### config.mk
export PLATFORM = sky130hd
export DESIGN_NAME = dds_slave_regs
export DESIGN_NICKNAME = d
export VERILOG_FILES = /design/src/rtl/dds_pkg.sv /design/src/rtl/dds_slave_regs.sv /design/src/rtl/dds_pin_sync.sv
export SDC_FILE = /design/constraint.sdc
export NUM_CORES = 1
export LEC_CHECK = 0
export ABC_AREA = 1
export BUFFER_PORTS_ARGS = -buffer_cell sky130_fd_sc_hd__buf_4
export CORE_MARGIN = 5
export CORE_UTILIZATION = 30
export DETAILED_ROUTE_END_ITERATION = 8
export GPL_TIMING_DRIVEN = 0
export HOLD_SLACK_MARGIN = 0.1
export SETUP_SLACK_MARGIN = 0.2
export SLEW_MARGIN = 0
export SYNTH_ARGS = -nofsm -noshare
export SYNTH_HDL_FRONTEND = slang
export SYNTH_SLANG_ARGS = --single-unit
### constraint.sdc
create_clock -name I_CLK -period 3.4 [get_ports I_CLK]
set_input_delay 0.17 -clock I_CLK [delete_from_list [all_inputs] [get_ports I_CLK]]
set_output_delay 0.17 -clock I_CLK [all_outputs]
set_load 0.03 [all_outputs]
### src/rtl/dds_pkg.sv
package dds_pkg;
   // Register window
   localparam int unsigned WIN_BASE_LSB = 4;
   localparam logic [1:0] DW_ADDRESS = 2'h0;
   localparam logic [1:0] DW_COUNT = 2'h1;
   localparam logic [1:0] DW_CMD = 2'h2;
   // Byte offsets within the window
   localparam logic [3:0] OFS_ADDRESS = 4'h0;
   localparam logic [3:0] OFS_PAGE = 4'h2;
   localparam logic [3:0] OFS_COUNT = 4'h4;
   localparam logic [3:0] OFS_CMD = 4'h8;
   // Command and status fields
   localparam int unsigned CMD_DISABLE_BIT = 2;
   localparam logic [7:0] CMD_WRITE_MASK = 8'h04;
   localparam logic [3:0] STAT_TERM_ONES = 4'hF;
   // Reset values
   localparam logic [15:0] RST_ADDRESS = 16'h0000;
   localparam logic [7:0] RST_PAGE = 8'h00;
   localparam logic [15:0] RST_COUNT = 16'h0000;
   localparam logic [7:0] RST_CMD = 8'h00;
   // Steps per transfer
   localparam logic [15:0] STEP_8BIT = 16'h0001;
   localparam logic [15:0] STEP_16BIT = 16'h0002;
   localparam logic [15:0] ADDR_STEP = 16'h0001;
endpackage

### src/rtl/dds_slave_regs.sv
`timescale 1ns/10ps
module dds_slave_regs (
   input wire logic I_CLK,
   input wire logic I_RST,
   input wire logic [15:4] I_DMA_BASE,
   input wire logic [15:0] I_IO_ADDR,
   input wire logic [3:0] I_IO_BE,
   input wire logic I_IO_WR,
   input wire logic I_IO_RD,
   input wire logic [31:0] I_IO_WDATA,
   input wire logic I_XFER_DONE,
   input wire logic I_XFER_16BIT,
   input wire logic I_ADDRESS_DIRECTION,
   input wire logic I_CHANNEL_RESET,
   input wire logic I_CARD_REQUEST,
   output logic [31:0] O_IO_RDATA,
   output logic O_IO_HIT,
   output logic [23:0] O_ADDR_PHASE_AD,
   output logic O_CONTROLLER_DISABLED,
   output logic O_TERMINAL_COUNT
);
   typedef struct packed {
      logic [15:0] base_addr;
      logic [15:0] cur_addr;
      logic [7:0] page;
      logic [15:0] base_count;
      logic [15:0] cur_count;
      logic [7:0] cmd;
      logic [3:0] term_flags;
      logic [31:0] rdata;
      logic hit;
      logic [23:0] ad;
      logic term_pulse;
   } dds_state_t;

   dds_state_t st_q;
   dds_state_t st_d;
   logic request_level;

   dds_pin_sync u_req_sync (
      .i_clk(I_CLK),
      .i_rst(I_RST),
      .i_pin(I_CARD_REQUEST),
      .o_level(request_level)
   );

   function automatic logic [15:0] merge16(input logic [15:0] old, input logic [15:0] wd,
                                           input logic [1:0] be);
      merge16 = old;
      if (be[0]) begin
         merge16[7:0] = wd[7:0];
      end
      if (be[1]) begin
         merge16[15:8] = wd[15:8];
      end
   endfunction

   // Lane of a register offset
   function automatic logic lane_on(input logic [3:0] be, input logic [3:0] ofs);
      lane_on = be[ofs[1:0]];
   endfunction

   // Address after one transfer
   function automatic logic [15:0] next_addr(input logic [15:0] addr, input logic down);
      if (down) begin
         next_addr = addr - dds_pkg::ADDR_STEP;
      end else begin
         next_addr = addr + dds_pkg::ADDR_STEP;
      end
   endfunction

   // Last transfer of a run
   function automatic logic count_ends(input logic [15:0] count, input logic [15:0] stp);
      count_ends = (count <= stp);
   endfunction

   // Request in upper nibble, terminal count in lower
   function automatic logic [7:0] status_byte(input logic req, input logic [3:0] term);
      status_byte = {{4{req}}, term};
   endfunction

   // Address phase image
   function automatic logic [23:0] ad_image(input logic [7:0] pg, input logic [15:0] addr,
      input logic wide);
      if (wide) begin
         ad_image = {pg[7:1], addr, 1'b0};
      end else begin
         ad_image = {pg, addr};
      end
   endfunction

   // Read word; unmapped lanes and words zero
   function automatic logic [31:0] read_word(input logic [1:0] sel, input logic [7:0] pg,
      input logic [15:0] addr, input logic [15:0] count, input logic [7:0] status);
      case (sel)
         dds_pkg::DW_ADDRESS: begin
            read_word = {8'h00, pg, addr};
         end
         dds_pkg::DW_COUNT: begin
            read_word = {16'h0000, count};
         end
         dds_pkg::DW_CMD: begin
            read_word = {24'h000000, status};
         end
         default: begin
            read_word = 32'h0000_0000;
         end
      endcase
   endfunction

   logic in_window;
   logic [1:0] dw;
   logic [15:0] step;
   logic [15:0] wd16;
   logic [1:0] be16;
   logic wr_hit;
   logic rd_hit;
   logic status_rd;

   assign in_window = (I_IO_ADDR[15:dds_pkg::WIN_BASE_LSB] == I_DMA_BASE);
   assign dw = I_IO_ADDR[3:2];
   assign step = I_XFER_16BIT ? dds_pkg::STEP_16BIT : dds_pkg::STEP_8BIT;
   assign wd16 = I_IO_WDATA[15:0];
   assign be16 = I_IO_BE[1:0];
   assign wr_hit = I_IO_WR && in_window;
   assign rd_hit = I_IO_RD && in_window;
   assign status_rd = rd_hit && (dw == dds_pkg::DW_CMD) && lane_on(I_IO_BE, dds_pkg::OFS_CMD);

   always_comb begin
      st_d = st_q;
      st_d.hit = wr_hit || rd_hit;
      st_d.term_pulse = 1'b0;

      // Register writes; unmapped lanes ignored
      if (wr_hit) begin
         case (dw)
            dds_pkg::DW_ADDRESS: begin
               st_d.cur_addr = merge16(st_q.cur_addr, wd16, be16);
               st_d.base_addr = merge16(st_q.base_addr, wd16, be16);
               if (lane_on(I_IO_BE, dds_pkg::OFS_PAGE)) begin
                  st_d.page = I_IO_WDATA[23:16];
               end
            end
            dds_pkg::DW_COUNT: begin
               st_d.cur_count = merge16(st_q.cur_count, wd16, be16);
               st_d.base_count = merge16(st_q.base_count, wd16, be16);
            end
            dds_pkg::DW_CMD: begin
               if (lane_on(I_IO_BE, dds_pkg::OFS_CMD)) begin
                  st_d.cmd = I_IO_WDATA[7:0] & dds_pkg::CMD_WRITE_MASK;
               end
            end
            default: begin
               st_d.cmd = st_q.cmd;
            end
         endcase
      end

      // Status read or channel reset clears terminal count bits
      if (status_rd || I_CHANNEL_RESET) begin
         st_d.term_flags = 4'h0;
      end

      // Transfer progress; setting terminal count wins over clear
      if (I_XFER_DONE && !st_q.cmd[dds_pkg::CMD_DISABLE_BIT]) begin
         st_d.cur_count = st_q.cur_count - step;
         st_d.cur_addr = next_addr(st_q.cur_addr, I_ADDRESS_DIRECTION);
         if (count_ends(st_q.cur_count, step)) begin
            st_d.term_flags = dds_pkg::STAT_TERM_ONES;
            st_d.term_pulse = 1'b1;
         end
      end

      // Read data, registered one cycle after the strobe
      st_d.rdata = 32'h0000_0000;
      if (rd_hit) begin
         st_d.rdata = read_word(dw, st_q.page, st_q.cur_addr, st_q.cur_count,
            status_byte(request_level, st_q.term_flags));
      end

      // Address phase image of the current transfer
      st_d.ad = ad_image(st_d.page, st_d.cur_addr, I_XFER_16BIT);
   end

   always_ff @(posedge I_CLK) begin
      if (I_RST) begin
         st_q <= '0;
         st_q.cur_addr <= dds_pkg::RST_ADDRESS;
         st_q.base_addr <= dds_pkg::RST_ADDRESS;
         st_q.page <= dds_pkg::RST_PAGE;
         st_q.cur_count <= dds_pkg::RST_COUNT;
         st_q.base_count <= dds_pkg::RST_COUNT;
         st_q.cmd <= dds_pkg::RST_CMD;
      end else begin
         st_q <= st_d;
      end
   end

   assign O_IO_RDATA = st_q.rdata;
   assign O_IO_HIT = st_q.hit;
   assign O_ADDR_PHASE_AD = st_q.ad;
   assign O_CONTROLLER_DISABLED = st_q.cmd[dds_pkg::CMD_DISABLE_BIT];
   assign O_TERMINAL_COUNT = st_q.term_pulse;
endmodule

### src/rtl/dds_pin_sync.sv
`timescale 1ns/10ps
module dds_pin_sync (
   input wire logic i_clk,
   input wire logic i_rst,
   input wire logic i_pin,
   output logic o_level
);
   typedef struct packed {
      logic s1;
      logic s2;
      logic s3;
      logic level;
   } dds_sync_t;

   dds_sync_t st_q;
   dds_sync_t st_d;

   always_comb begin
      st_d = st_q;
      st_d.s1 = i_pin;
      st_d.s2 = st_q.s1;
      st_d.s3 = st_q.s2;
      // Change taken once second and third stages agree
      if (st_q.s2 == st_q.s3) begin
         st_d.level = st_q.s3;
      end
   end

   always_ff @(posedge i_clk) begin
      if (i_rst) begin
         st_q <= '0;
      end else begin
         st_q <= st_d;
      end
   end

   assign o_level = st_q.level;
endmodule

# ---- After elaboration in Yosys (flattened, before gate mapping)
# Index checks and enable logic that the tools add are counted.
dict set report totals {
  elab_cells 70
  ff_bits 123
  output_inout_bits 59
  input_bits 73
}
dict set report op_classes {
  n_lt_le_gt_ge 1
  eq_ne 4
  addsub 3
  mux 22
  reduce_logical 21
  n_bitwise 2
}
# op n
set op_table {}
lappend op_table {{24-bit one-hot mux with 3 select lines} 1}
lappend op_table {{64-bit two-way mux} 1}
lappend op_table {{8-bit two-way mux} 7}
lappend op_table {{16-bit two-way mux} 3}
lappend op_table {{32-bit two-way mux} 1}
lappend op_table {{24-bit two-way mux} 1}
lappend op_table {{17-bit two-way mux} 1}
lappend op_table {{16-bit by 1-bit adder with 16-bit output, second input constant} 1}
lappend op_table {{16-bit by 2-bit <= comparator with 1-bit output} 1}
lappend op_table {{16-bit by 1-bit subtractor with 16-bit output, second input constant} 1}
lappend op_table {{16-bit by 2-bit subtractor with 16-bit output} 1}
lappend op_table {{3-bit AND reduction} 5}
lappend op_table {{12-bit == test} 1}
lappend op_table {{4-bit two-way mux} 3}
lappend op_table {{2-bit nonzero test} 4}
lappend op_table {{3-bit two-way mux} 2}
lappend op_table {{2-bit OR reduction} 3}
lappend op_table {{1-bit logical AND} 5}
lappend op_table {{2-bit by 1-bit == test with 1-bit output, second input constant} 1}
lappend op_table {{2-bit == test, second input constant} 1}
lappend op_table {{2-bit logical NOT} 1}
lappend op_table {{1-bit logical OR} 2}
lappend op_table {{2-bit two-way mux} 1}
lappend op_table {{1-bit inverter} 2}
lappend op_table {{3 further kinds} 3}

# ---- Longest topological paths before layout
dict set report depth {
  ltp_word 8
  ltp_mapped 16
  ltp_nobuf 16
}

# ---- Modules after synthesis
# From an unflattened synthesis, not the netlist that was laid out.
dict set report unflattened {
  cells_unflattened 957
  hier_area_um2 6025.8
}
# mod instances seq_area_each_um2 area_per_inst_um2 cells_each
set modules_own_cells {}
lappend modules_own_cells {dds_slave_regs 1 1761.7 5904.4 944}
lappend modules_own_cells {dds_pin_sync 1 80.1 121.4 13}

# ---- Least setup slack after synthesis
# OpenSTA, ideal clock, no wires.
dict set report synth_timing {
  path_kind {flip-flop to flip-flop}
  startpoint {register st_q[70] in the netlist's numbering}
  endpoint {register st_q[76] in the netlist's numbering}
  setup_time_ns 0.130
  path_stages_with_launch 11
  arrival_time_ns 1.630
  n_path_buf 0
  period_less_slack_ns 1.760
  path_slack_ns 1.640
  required_ns 3.270
  path_cell_list {dfxtp_1 -> inv_1 -> ha_1 -> fa_1 -> nand2_1 -> nor3_1 -> or2_2 -> nand3_1 -> nand2_1 -> nand2_1 -> a21oi_1}
}
dict set report synth_between {
  elab_chain_len 2
}
# item line
set synth_rtl {}
lappend synth_rtl {{start: declaration} dds_slave_regs.sv:36} ;# dds_state_t st_q;
lappend synth_rtl {{start signal: assignment} dds_slave_regs.sv:195} ;# st_q <= st_d;
lappend synth_rtl {{16-bit by 2-bit subtractor with 16-bit output} dds_slave_regs.sv:166} ;# st_d.cur_count = st_q.cur_count - step;
lappend synth_rtl {{16-bit two-way mux} dds_slave_regs.sv:165} ;# if (I_XFER_DONE && !st_q.cmd[dds_pkg::CMD_DISABLE_BIT]) begin
# No other way between the ends.
# A chain may end at the register's enable or synchronous reset.

# ---- Worst setup path after layout
dict set report layout_timing {
  startpoint {register st_q, in the netlist O_CONTROLLER_DISABLED}
  endpoint {register st_q[81] in the netlist's numbering}
}
dict set report layout_between {
  elab_chain_len 4
  word_cells_on_any_way 7
  classes_between {mux (1); reduce/logical (6)}
}
# item line
set layout_rtl {}
lappend layout_rtl {{1-bit logical NOT (*)} dds_slave_regs.sv:165}
lappend layout_rtl {{1-bit logical AND (*)} dds_slave_regs.sv:165}
lappend layout_rtl {{2-bit nonzero test (no source line)} --}
lappend layout_rtl {{3-bit AND reduction (no source line)} --}
# Every way passes the cells marked *; elsewhere a longest branch is shown, timed or not.

==> flow_summary.toml <==
[global_route]
antenna_found_initial = 1
grt_pass1_wl_um = 29700
overflow = 0
grt_max_degree = 19
grt_pass1_vias = 5887
grt_usage_pct = 16.5

[worst_setup_path]
required_ns = 3.66
crit_path_start_kind = "register"
cp_max_fo = 10
cp.arrival_ns = 2.26
r2r_cells = 7
slowest_delay_ns = 0.53
path_cells = "inv_1 > nand2_1 > clkbuf_1 > buf_1 > nand3_1 > o21ai_0 > nor2_1"
cp-end-kind = "register"
worstSetupPathType = "register to register"
slowest_stage = "clkbuf_1"

[sta]
slew_viol_final = 0
final_hold_viol_count = 0
finClkSkew_ns = 0.00681
setup_tns_ns = 0
rsz0062_at_grt = "false"
finalCritPeriodShare_pct = 59.0
setup_viol = 0
max_freq_mhz = 499
worst_pin_slew_ns = 0.739
maxSlewHeadroom_pct = 50.7
min_period_ns = 2.01

[clock_tree]
cts_root_buf = "clkbuf_16"
clk_pin_slew_ns = 0.07
ctsLongestPathBuffers = 2
post-cts-setup-buffers = 0
clock_latency_ns = 0.36
ctsHtreeMaxLevel = 3
clock_sinks = 92
numCtsBuffers = 9
cts_tree = "built"

[layout]
multi_input_area_mm2 = 0.00332
n_antenna_cell = 0
finalInstanceArea_mm2 = 0.00760
drive_gt1_share_pct = 18.3
syn_to_final_growth_pct = 26.4
fill_cells = 2141
fin_util_pct = 38.8
fin_nets = 1192
register_area_mm2 = 0.00184

[die]
core_area_mm2 = 0.0196
initial_core_util_pct = 30.7
die_w_um = 152
die_h_um = 152
die-area_mm2 = 0.0230
num_io_pins = 132
rows = 51

[hold_path]
holdPathStages = 4
min_path_type = "primary input to register"

[logic_synthesis]
synth.most_common_cell = "nand2_1"
synth_top_area_cell = "dfxtp_1"
yosysWarnings = 0
syn_inst = 964
syn_area_mm2 = 0.00601
syn_avg_cell_area_um2 = 6.24
synth_area_leaders = "dfxtp_1 31%, nand2_1 19%, nor2_1 8.1%"
ys_top_cells_by_count = "300 x nand2_1, 129 x nor2_1, 92 x dfxtp_1"
synth_seq_area_share_pct = 30.6
synth_edf_count = 0
ys_seq_elements = 92
synth_top_area_share_pct = 30.6
netlist-cell-type-count = 37
synth-main-ff-cell = "dfxtp_1"
ys_async_sr_fraction_pct = 0

[power]
p_per_area_mw_per_mm2 = 409
ir_worst_vdd_mv = 0.254
leakage_nw = 3.74

[placement]
io_buffer_count = 109
dpl_cell_area_mm2 = 0.00719
gp_congestion = 0.905
place_hpwl_um = 14600

[detailed_routing]
drt_pass1_iterations = 5
drt-total-wl_um = 18700
postRouteAntennaNets = 0
first_iter_violations = 419
routedWlPerCell_um = 13.6
vias_per_cell = 4.56
route.vias.total = 6257
drc_errors = 0

[flow_run]
drv_cap = 0

[run_status]
status = "finished, final reports clean"
## cell families (layout without fill, tap and decap cells)
kind of cell	after synthesis	after routing	share of synthesized area (%)
buffers and inverters	172	307	14.6
other	1	8	0.0624
and+or+nand+nor	546	546	38.1
adders and majority gates	18	18	4.00
DFF	92	92	30.6
xor gates and xnor gates	13	13	1.89
AOI/OAI and AO/OA	122	122	10.7
## power by group
part           total (W)  switching, W  internal (W)
Combinational   0.000818      0.000496      0.000322
Clock            0.00109      0.000498      0.000589
Sequential       0.00120     0.0000611       0.00114
Total            0.00311       0.00105       0.00205
## cell usage in the layout, fill, tap and decap left out, drive strengths merged, types with 3 or more instances in the layout
cell type / count
nand3b: 7
conb: 8
dfxtp: 92
clkbuf: 35
nor3: 6
dlygate4sd3: 10
nand4: 20
nor2: 132
inv: 81
o21ai: 57
ha: 16
nand2: 302
a21oi: 52
xnor2: 5
xor2: 8
or2: 3
nand3: 74
buf: 177
a31oi: 8
## registers in the layout (all words and copies together), names as in the netlist
register	count
O_IO_HIT	1
O_TERMINAL_COUNT	1
O_IO_RDATA	24
O_CONTROLLER_DISABLED	1
u_req_sync.st_q	1
u_req_sync.o_level	1
u_req_sync.st_d	2
O_ADDR_PHASE_AD	17
st_q	44
## cell type report
cell class / instances / share of cell area, %
clock buffers: 9 / 2.96
flip-flops and latches: 92 / 24.2
plain buffers: 94 / 7.72
repair buffers: 119 / 12.1
multi-input cells: 707 / 43.6
well taps: 265 / 4.36
inverters: 78 / 3.85
clock inverters: 7 / 1.14
## per-layer routing
layer	routed length [µm]	part of all wire, %	up-vias	track usage (%)
met3	1190	6.4	29	3.48
met5	20	0.11	-	0
met2	8840	47	173	27.9
met4	350	1.9	2	5.62
li1	-	-	3303	-
met1	8270	44	2750	20.9
## stage by stage
step / power [W] / hold WS (ns) / cells / setup WS, ns
detailed placement: 0.00203 / 0.393 / 1345 / 1.20
CTS: 0.00313 / 0.134 / 1371 / 1.40
global route: 0.00330 / 0.174 / 1371 / 1.20
finish: 0.00311 / 0.146 / 1371 / 1.39
global placement: 0.00202 / 0.390 / 1345 / 1.22
floorplan: 0.00178 / 0.277 / 971 / 1.64
## worst paths after layout
check	to	start	slack, ns
worst min-delay path	st_q[59]	I_CHANNEL_RESET	0.15
worst max-delay path	st_q[81]	O_CONTROLLER_DISABLED	1.39
worst min register to register	u_req_sync.st_d[1]	u_req_sync.st_d[2]	0.42
worst max register to register	st_q[81]	O_CONTROLLER_DISABLED	1.39
## worst max-delay path, delay by kind of cell (launching register included)
family	cells	cell delay, ns
buffers and inverters	3	1.07
DFF	1	0.33
and+or+nand+nor	3	0.32
AOI/OAI and AO/OA	1	0.17
## what timing repair did
item                      in CTS  in global routing
hold endpoints to repair      10                  0
hold buffers                  10                  0
gates resized for setup        0                  0
Power figures use the tool's default switching activity.
